--- config.mk ---
export PLATFORM = sky130hd
export DESIGN_NAME = trap_flag_vector_unit
export DESIGN_NICKNAME = d
export VERILOG_FILES = /design/src/verilog/trap_flag_vector_pkg.sv /design/src/verilog/trap_flag_vector_unit.sv
export SDC_FILE = /design/constraint.sdc
export NUM_CORES = 1
export LEC_CHECK = 0
export BUFFER_PORTS_ARGS = -buffer_cell sky130_fd_sc_hd__buf_2
export CAP_MARGIN = 20
export CORE_UTILIZATION = 50
export CTS_BUF_LIST = sky130_fd_sc_hd__clkbuf_16
export DETAILED_ROUTE_END_ITERATION = 12
export MAX_ROUTING_LAYER = met4
export PLACE_DENSITY = 0.74
export SLEW_MARGIN = 20
export SYNTH_ARGS = -nofsm -noshare
export SYNTH_HDL_FRONTEND = slang
export SYNTH_SLANG_ARGS = --single-unit
--- constraint.sdc ---
create_clock -name CLK -period 2.4 [get_ports CLK]
set_clock_uncertainty 0.05 [all_clocks]
set_input_delay 0.24 -clock CLK [delete_from_list [all_inputs] [get_ports CLK]]
set_output_delay 0.24 -clock CLK [all_outputs]
set_load 0.005 [all_outputs]
--- src/verilog/trap_flag_vector_pkg.sv ---
// package: register map, vector offsets, timing and carrier types for the trap unit
package trap_flag_vector_pkg;
  // register word addresses on the plain register port
  localparam logic [3:0] ADDR_INTERRUPT_CONTROL_ONE = 4'h0;
  localparam logic [3:0] ADDR_INTERRUPT_CONTROL_THREE = 4'h1;
  localparam logic [3:0] ADDR_CLOCK_CONTROL = 4'h2;
  localparam logic [3:0] ADDR_BOOT_SEGMENT_LIMIT = 4'h3;
  localparam logic [3:0] ADDR_IRQ_STATUS = 4'h4;
  localparam logic [3:0] ADDR_IRQ_MASK = 4'h5;
  localparam logic [3:0] ADDR_CLOCK_STATUS = 4'h6;
  // field positions
  localparam int DMA_TRAP_FLAG_BIT = 5;
  localparam int PLL_TRAP_FLAG_BIT = 0;
  localparam int RC_SELECT_BIT = 0;
  localparam int IRQ_DMA_BIT = 0;
  localparam int IRQ_PLL_BIT = 1;
  localparam int IRQ_FALLBACK_BIT = 2;
  localparam int BSL_WIDTH = 13;
  // vector offsets
  localparam logic [23:0] DMA_TRAP_VECTOR_OFFSET = 24'h00000e;
  localparam logic [23:0] PRIMARY_TABLE_BASE = 24'h000000;
  // reset values
  localparam logic [15:0] INTERRUPT_CONTROL_ONE_RESET = 16'h0000;
  localparam logic [15:0] INTERRUPT_CONTROL_THREE_RESET = 16'h0000;
  localparam logic [12:0] BOOT_SEGMENT_LIMIT_RESET = 13'h0000;
  localparam logic [2:0] IRQ_MASK_RESET = 3'h0;
  // relock time in ns, and its longest count at 100 MHz
  localparam int CLK_PERIOD_NS = 10;
  localparam int RELOCK_TIME_NS = 50000;
  localparam int RELOCK_CYCLES = RELOCK_TIME_NS / CLK_PERIOD_NS;
  // clock source selection
  typedef enum logic [1:0] {
    SRC_PRIMARY = 2'b01,
    SRC_FAST_RC = 2'b10
  } clock_source_t;
  // pll lock tracking
  typedef enum logic [2:0] {
    PLL_LOCKED = 3'b001,
    PLL_RELOCKING = 3'b010,
    PLL_OFF = 3'b100
  } pll_state_t;
  // register port request
  typedef struct packed {
    logic [3:0] addr;
    logic [15:0] wdata;
    logic wr;
    logic rd;
  } reg_req_t;
endpackage

--- src/verilog/trap_flag_vector_unit.sv ---
// trap flag, trap vector and clock fallback logic with its register port
//
// What this block does
// - dma controller error trap vector sits at 0x00000e in the primary table.
// - alternate table places that vector at boot segment limit plus 0x00000e.
// - bit 5 of interrupt_control_one reads 1 once a dma trap occurred.
// - pll loss of lock may raise soft error trap at power-up on fast rc.
// - software clears bit 0 of interrupt_control_three; pll keeps running meanwhile.
// - pll regains lock by itself within 50 microseconds after losing it.
// - with rc select 0 and primary clock missing or failed, use fast rc.
`timescale 1ns/1ps
`default_nettype none
module trap_flag_vector_unit #(
  parameter int RELOCK_COUNT = trap_flag_vector_pkg::RELOCK_CYCLES
) (
  // clock and reset
  input wire logic CLK,
  input wire logic RSTN,
  // register port
  input wire logic [3:0] ADDR,
  input wire logic [15:0] WDATA,
  input wire logic WR,
  input wire logic RD,
  output logic [15:0] RDATA,
  // trap events and vector request from the core
  input wire logic DMA_ERROR,
  input wire logic ALT_TABLE,
  output logic [23:0] DMA_VECTOR_ADDR,
  output logic SOFT_TRAP,
  // pll and oscillator status pins
  input wire logic PLL_LOCK_LOST,
  input wire logic PRIMARY_OSC_OK,
  output logic PLL_LOCKED_OUT,
  output logic PLL_RUN,
  output logic USE_FAST_RC,
  // interrupt
  output logic IRQ
);
  trap_flag_vector_pkg::reg_req_t req;
  assign req = '{addr: ADDR, wdata: WDATA, wr: WR, rd: RD};

  function automatic logic hit_wr(input trap_flag_vector_pkg::reg_req_t r, input logic [3:0] a);
    hit_wr = r.wr && (r.addr == a);
  endfunction

  // pin synchronisers: change counts once stages two and three agree
  logic [2:0] lost_sync_reg;
  logic [2:0] posc_sync_reg;
  logic lost_reg;
  logic posc_ok_reg;
  always_ff @(posedge CLK)
  begin
    if (!RSTN)
    begin
      lost_sync_reg <= 3'h0;
      posc_sync_reg <= 3'h0;
      lost_reg <= 1'b0;
      posc_ok_reg <= 1'b0;
    end
    else
    begin
      lost_sync_reg <= {lost_sync_reg[1:0], PLL_LOCK_LOST};
      posc_sync_reg <= {posc_sync_reg[1:0], PRIMARY_OSC_OK};
      if (lost_sync_reg[1] == lost_sync_reg[2])
        lost_reg <= lost_sync_reg[2];
      if (posc_sync_reg[1] == posc_sync_reg[2])
        posc_ok_reg <= posc_sync_reg[2];
    end
  end

  // configuration registers
  logic rc_select_reg;
  logic [12:0] bsl_reg;
  logic [2:0] mask_reg;
  always_ff @(posedge CLK)
  begin
    if (!RSTN)
    begin
      rc_select_reg <= 1'b0;
      bsl_reg <= trap_flag_vector_pkg::BOOT_SEGMENT_LIMIT_RESET;
      mask_reg <= trap_flag_vector_pkg::IRQ_MASK_RESET;
    end
    else
    begin
      if (hit_wr(req, trap_flag_vector_pkg::ADDR_CLOCK_CONTROL))
        rc_select_reg <= req.wdata[trap_flag_vector_pkg::RC_SELECT_BIT];
      if (hit_wr(req, trap_flag_vector_pkg::ADDR_BOOT_SEGMENT_LIMIT))
        bsl_reg <= req.wdata[12:0];
      if (hit_wr(req, trap_flag_vector_pkg::ADDR_IRQ_MASK))
        mask_reg <= req.wdata[2:0];
    end
  end

  // clock source selection
  trap_flag_vector_pkg::clock_source_t src_reg;
  always_ff @(posedge CLK)
  begin
    if (!RSTN)
      src_reg <= trap_flag_vector_pkg::SRC_FAST_RC;
    else if (!rc_select_reg && !posc_ok_reg)
      src_reg <= trap_flag_vector_pkg::SRC_FAST_RC;
    else
      src_reg <= trap_flag_vector_pkg::SRC_PRIMARY;
  end
  logic on_fast_rc;
  assign on_fast_rc = (src_reg == trap_flag_vector_pkg::SRC_FAST_RC);

  // power-up window: loss of lock only traps until the first lock is reached
  trap_flag_vector_pkg::pll_state_t pll_state_reg;
  logic powerup_reg;
  always_ff @(posedge CLK)
  begin
    if (!RSTN)
      powerup_reg <= 1'b1;
    else if (pll_state_reg == trap_flag_vector_pkg::PLL_LOCKED && !lost_reg)
      powerup_reg <= 1'b0;
  end

  // pll lock tracker with automatic relock
  logic [15:0] relock_cnt_reg;
  always_ff @(posedge CLK)
  begin
    if (!RSTN)
    begin
      pll_state_reg <= trap_flag_vector_pkg::PLL_OFF;
      relock_cnt_reg <= 16'h0000;
    end
    else
    begin
      unique case (pll_state_reg)
        trap_flag_vector_pkg::PLL_OFF:
        begin
          pll_state_reg <= trap_flag_vector_pkg::PLL_RELOCKING;
          relock_cnt_reg <= 16'h0000;
        end
        trap_flag_vector_pkg::PLL_LOCKED:
        begin
          if (lost_reg)
          begin
            pll_state_reg <= trap_flag_vector_pkg::PLL_RELOCKING;
            relock_cnt_reg <= 16'h0000;
          end
        end
        trap_flag_vector_pkg::PLL_RELOCKING:
        begin
          // relock bounded by the count regardless of software
          if (relock_cnt_reg >= 16'(RELOCK_COUNT - 1))
            pll_state_reg <= trap_flag_vector_pkg::PLL_LOCKED;
          else
            relock_cnt_reg <= relock_cnt_reg + 16'h0001;
        end
      endcase
    end
  end

  // trap events
  logic dma_event;
  logic pll_event;
  logic lost_seen_reg;
  always_ff @(posedge CLK)
  begin
    if (!RSTN)
      lost_seen_reg <= 1'b0;
    else
      lost_seen_reg <= lost_reg;
  end
  assign dma_event = DMA_ERROR;
  assign pll_event = lost_reg && !lost_seen_reg && powerup_reg && on_fast_rc;

  // sticky trap flags: set wins over software clear
  logic dma_flag_reg;
  logic pll_flag_reg;
  always_ff @(posedge CLK)
  begin
    if (!RSTN)
      dma_flag_reg <= 1'b0;
    else if (dma_event)
      dma_flag_reg <= 1'b1;
    else if (hit_wr(req, trap_flag_vector_pkg::ADDR_INTERRUPT_CONTROL_ONE)
             && !req.wdata[trap_flag_vector_pkg::DMA_TRAP_FLAG_BIT])
      dma_flag_reg <= 1'b0;
  end
  always_ff @(posedge CLK)
  begin
    if (!RSTN)
      pll_flag_reg <= 1'b0;
    else if (pll_event)
      pll_flag_reg <= 1'b1;
    else if (hit_wr(req, trap_flag_vector_pkg::ADDR_INTERRUPT_CONTROL_THREE)
             && !req.wdata[trap_flag_vector_pkg::PLL_TRAP_FLAG_BIT])
      pll_flag_reg <= 1'b0;
  end

  // interrupt status, write one to clear, set wins
  logic [2:0] irq_status_reg;
  logic [2:0] irq_set;
  logic fallback_event;
  logic src_prev_reg;
  always_ff @(posedge CLK)
  begin
    if (!RSTN)
      src_prev_reg <= 1'b1;
    else
      src_prev_reg <= on_fast_rc;
  end
  assign fallback_event = on_fast_rc && !src_prev_reg;
  always_comb
  begin
    irq_set = 3'h0;
    irq_set[trap_flag_vector_pkg::IRQ_DMA_BIT] = dma_event;
    irq_set[trap_flag_vector_pkg::IRQ_PLL_BIT] = pll_event;
    irq_set[trap_flag_vector_pkg::IRQ_FALLBACK_BIT] = fallback_event;
  end
  always_ff @(posedge CLK)
  begin
    if (!RSTN)
      irq_status_reg <= 3'h0;
    else if (hit_wr(req, trap_flag_vector_pkg::ADDR_IRQ_STATUS))
      irq_status_reg <= (irq_status_reg & ~req.wdata[2:0]) | irq_set;
    else
      irq_status_reg <= irq_status_reg | irq_set;
  end

  // outputs, all registered
  logic [23:0] vector_next;
  always_comb
  begin
    if (ALT_TABLE)
      vector_next = {11'h000, bsl_reg} + trap_flag_vector_pkg::DMA_TRAP_VECTOR_OFFSET;
    else
      vector_next = trap_flag_vector_pkg::PRIMARY_TABLE_BASE
                    + trap_flag_vector_pkg::DMA_TRAP_VECTOR_OFFSET;
  end
  always_ff @(posedge CLK)
  begin
    if (!RSTN)
    begin
      DMA_VECTOR_ADDR <= trap_flag_vector_pkg::DMA_TRAP_VECTOR_OFFSET;
      SOFT_TRAP <= 1'b0;
      PLL_LOCKED_OUT <= 1'b0;
      PLL_RUN <= 1'b0;
      USE_FAST_RC <= 1'b1;
      IRQ <= 1'b0;
    end
    else
    begin
      DMA_VECTOR_ADDR <= vector_next;
      SOFT_TRAP <= pll_flag_reg;
      PLL_LOCKED_OUT <= (pll_state_reg == trap_flag_vector_pkg::PLL_LOCKED) && !lost_reg;
      PLL_RUN <= 1'b1;
      USE_FAST_RC <= on_fast_rc;
      IRQ <= |(irq_status_reg & mask_reg);
    end
  end

  // read port, data in the cycle after the strobe
  always_ff @(posedge CLK)
  begin
    if (!RSTN)
      RDATA <= 16'h0000;
    else if (req.rd)
    begin
      unique case (req.addr)
        trap_flag_vector_pkg::ADDR_INTERRUPT_CONTROL_ONE:
          RDATA <= trap_flag_vector_pkg::INTERRUPT_CONTROL_ONE_RESET
                   | (16'(dma_flag_reg) << trap_flag_vector_pkg::DMA_TRAP_FLAG_BIT);
        trap_flag_vector_pkg::ADDR_INTERRUPT_CONTROL_THREE:
          RDATA <= trap_flag_vector_pkg::INTERRUPT_CONTROL_THREE_RESET
                   | (16'(pll_flag_reg) << trap_flag_vector_pkg::PLL_TRAP_FLAG_BIT);
        trap_flag_vector_pkg::ADDR_CLOCK_CONTROL:
          RDATA <= {15'h0000, rc_select_reg};
        trap_flag_vector_pkg::ADDR_BOOT_SEGMENT_LIMIT:
          RDATA <= {3'h0, bsl_reg};
        trap_flag_vector_pkg::ADDR_IRQ_STATUS:
          RDATA <= {13'h0000, irq_status_reg};
        trap_flag_vector_pkg::ADDR_IRQ_MASK:
          RDATA <= {13'h0000, mask_reg};
        trap_flag_vector_pkg::ADDR_CLOCK_STATUS:
          RDATA <= {13'h0000, on_fast_rc, powerup_reg,
                    pll_state_reg == trap_flag_vector_pkg::PLL_LOCKED};
        default:
          RDATA <= 16'h0000;
      endcase
    end
    else
      RDATA <= 16'h0000;
  end
endmodule
`default_nettype wire

==> results list <==
* TritonCTS Buffers: 9
* Fin nets: 468
- The analysis attributes to cell leakage a power of 1.61 nW.
- After synthesis, the netlist uses 53 different library cells.
- Post-CTS repair timing setup buffer count: 0
- Kind of path behind the tightest hold check: primary input to flip-flop
* Post-layout instance count excluding filler cells: 520
- Mapped Avg Cell Area: 8.84 um2
* Clock power frac: 0.468
- Number of levels in the clock H-tree: 3
* Cells traversed along the worst timing path: ha_1 -> nand2_1 -> a211oi_1 -> a2bb2oi_2 -> buf_4 -> o21ai_0 -> a21oi_1
- The floorplan step set the die width to 84.3 um.
- Worst max-slew margin expressed relative to the limit: 0.560
- Average wire per cell in the routed design: 13.4 um
- Most instantiated flip-flop cell in the synthesis netlist: dfxtp_1
* Iteration-0 DRC Markers: 154
* Max incr delay on CP: 0.41 ns
- Of the total power, the share spent switching nets is 0.220.
- After layout, the design draws a total of 2.92 mW.
* Internal cell power: 2.28 mW
- Summing over every cut layer, the via total after detailed routing is 2788.
- Measured slew at the worst slew-check pin: 0.654 ns
- Run status: complete, but fails checks
* Type of the worst setup path: flip-flop to flip-flop
* Final hold viol count: 0
- Port bufs: 56
* CTS clock-pin slew for the worst setup and hold paths: 0.06 ns
- The tightest hold path in the finished design has a slack of 0.0580 ns.
* Ratio of cells with drive above 1 in the final layout: 0.187
- Placed cells: 504
* Cts hold-fix bufs: 0
- The worst setup path is captured at a flip-flop.
- The number of global-route vias before repair is 2550.
* Achievable frequency: 0.486 GHz
- By count the netlist is led by dfxtp_1 (85), nand2_1 (60), nor2_1 (34).
- Fraction of registers with async set or reset after synthesis: 0
- Biggest area consumer among synthesized cells: dfxtp_1
- The initial antenna violation count came to 0.
- The Yosys step of the flow raised 0 warnings.
- Total of flip-flops plus latches after synthesis: between 80 and 90
* Biggest area contributors in the synthesized netlist: dfxtp_1 (50%), nand2_1 (6.7%), a21oi_1 (4.7%)
* Library cell with the highest instance count after synthesis: dfxtp_1
- Mapped Area: 3380 um2
- Max Fanout on Critical Path: 10
* Relative contribution of sequential cells to total power: 0.492
- The register with the most flip-flops in the layout has 16 of them.
- Sort of element at the start of the critical path: flip-flop
- Across the run, the number of max-cap violations was 0.
* Die ar.: between 7000 and 8000 um2
- The core region is 6460 um2.
- Count of inserted antenna diode cells: 0
- CTS tree: yes
- Sw Pwr: 0.642 mW
- Entering global routing, the biggest net connects 29 pins.
* Combinational share of power: 0.040
- The congestion estimate from routability-driven global placement came to 0.922.
* Post-layout min period: 2.06 ns
- The first TritonRoute pass finished after 8 iterations.
- The floorplan step set the die height to 84.3 um.
* Final Cycle Share: 0.857
* Power per cell area: between 700 and 800 nW/um2
- On the critical path, the stage with the largest delay is an instance of a211oi_1.
- Starting density of the core: 0.524
- Total I/O pin count: between 70 and 80
* Final antenna-violating net count: 0
- Number of synthesized flops with an enable pin: 0
- Clock latency on the worst-skew pair, taken at its later pin, is 0.34 ns.
* R2R setup slack: 0.34 ns
* Detailed-route wire length: 6950 um
- Share of the core filled with cells in the final layout: 0.614
- Layout overhead on the synthesized area: 17.1%
- The number of max-slew violations in the final report was 0.
* Failing checks: DRC
- Total congestion overflow after global routing: 0
- CTS root buffer: clkbuf_16
- Synth Instances: between 300 and 400
- For this run, the register share of the synthesized area comes to 0.503.
- Data on the critical path arrives at its endpoint at 2.28 ns.
- After routing, the total negative slack on setup checks comes to 0 ns.
* Half-perimeter wire length of the detailed placement result: 4860 um
- Across the VDD grid, the largest voltage drop is 0.421 mV.
- Detail-routed via count per cell: 5.36
* Maximum buffer depth of the clock tree: 2
- Post-CTS repair changed the size of 0 cells.
* GRT Overall Usage: 0.212
* Share of Yosys cell area claimed by the top area cell type: 0.503
* Required arrival time at the worst endpoint: 2.62 ns
- Number of setup violations in the final report: 0
- The floorplan has 29 rows.
* Global-route wire length before repair: 11500 um
- Setup repair after global routing missed its margin: false
* Sink Count: 85
- Number of remaining DRC errors: 14
==> cell type report <==
type,count,area [um2]
clock buffers,9,225
clock inverters,7,72.6
fillers,581,2500
inverters,8,30.0
multi-input cells,274,1530
flip-flops and latches,85,1700
well taps,77,96.3
repair buffers,60,310
==> stage by stage <==
| step | cell area (um2) | setup WS, ns |
|---|---|---|
| global placement | 3660 | 0.427 |
| finish | 3960 | 0.343 |
| global route | 3960 | 0.199 |
| detailed placement | 3660 | 0.356 |
| floorplan | 3430 | 0.697 |
| CTS | 3960 | 0.332 |
==> power by group through the flow <==
stage	registers (mW)	clock network, mW	logic [mW]
2_1_floorplan	1.47	0	0.0885
3_3_place_gp	1.47	0	0.115
3_5_place_dp	1.47	0	0.117
4_1_cts	1.44	1.39	0.117
5_1_grt	1.44	1.46	0.131
6_report	1.44	1.37	0.118
==> cell families after synthesis <==
family                   synth area share
AND/OR/NAND/NOR                     0.267
flip-flops                          0.503
AO/OA/AOI/OAI                       0.124
buffers and inverters              0.0595
XOR/XNOR                           0.0181
multiplexers                       0.0207
adder cells (fa/ha/maj)           0.00739
other                             0.00111
==> final timing paths <==
| path | from | to | depth (start not counted) |
|---|---|---|---|
| setup / recovery | relock_cnt_reg[0] | relock_cnt_reg[7] | 7 |
| hold / removal | PLL_LOCK_LOST | lost_sync_reg[0] | 2 |
| setup reg to reg | relock_cnt_reg[0] | relock_cnt_reg[7] | 7 |
| hold reg to reg | bsl_reg[1] | DMA_VECTOR_ADDR[1] | 1 |
==> worst max-delay path: cells and delay by family, from the launching register on <==
family,cells,cell delay [ns]
buf+inv,1,0.23
fa+ha+maj,1,0.23
simple gates,1,0.07
compound gates,4,1.03
flops,1,0.38
==> routing by layer <==
metal / wire, um / global-route usage / part of all wire
met5: 0 / - / 0
met4: 74 / 0.0768 / 0.011
met3: 370 / 0.0521 / 0.053
met2: 3420 / 0.352 / 0.49
met1: 3080 / 0.249 / 0.44
==> layout by cell type (no fill, tap or decap), types with 3 or more instances in the layout <==
cell / n
dfxtp_1: 85
nand2_1: 60
buf_2: 56
nor2_1: 34
a21oi_1: 32
and2_1: 19
o21ai_0: 15
nand3_1: 15
conb_1: 13
clkbuf_16: 9
inv_1: 8
mux2i_1: 7
or3_1: 6
nor3b_1: 5
a31oi_1: 5
xor2_1: 5
and3_1: 4
nor4_1: 4
nand4_1: 4
nor2b_1: 4
buf_4: 4
nor3_1: 3
or2_2: 3
a22oi_1: 3
Power figures use the tool's default switching activity.
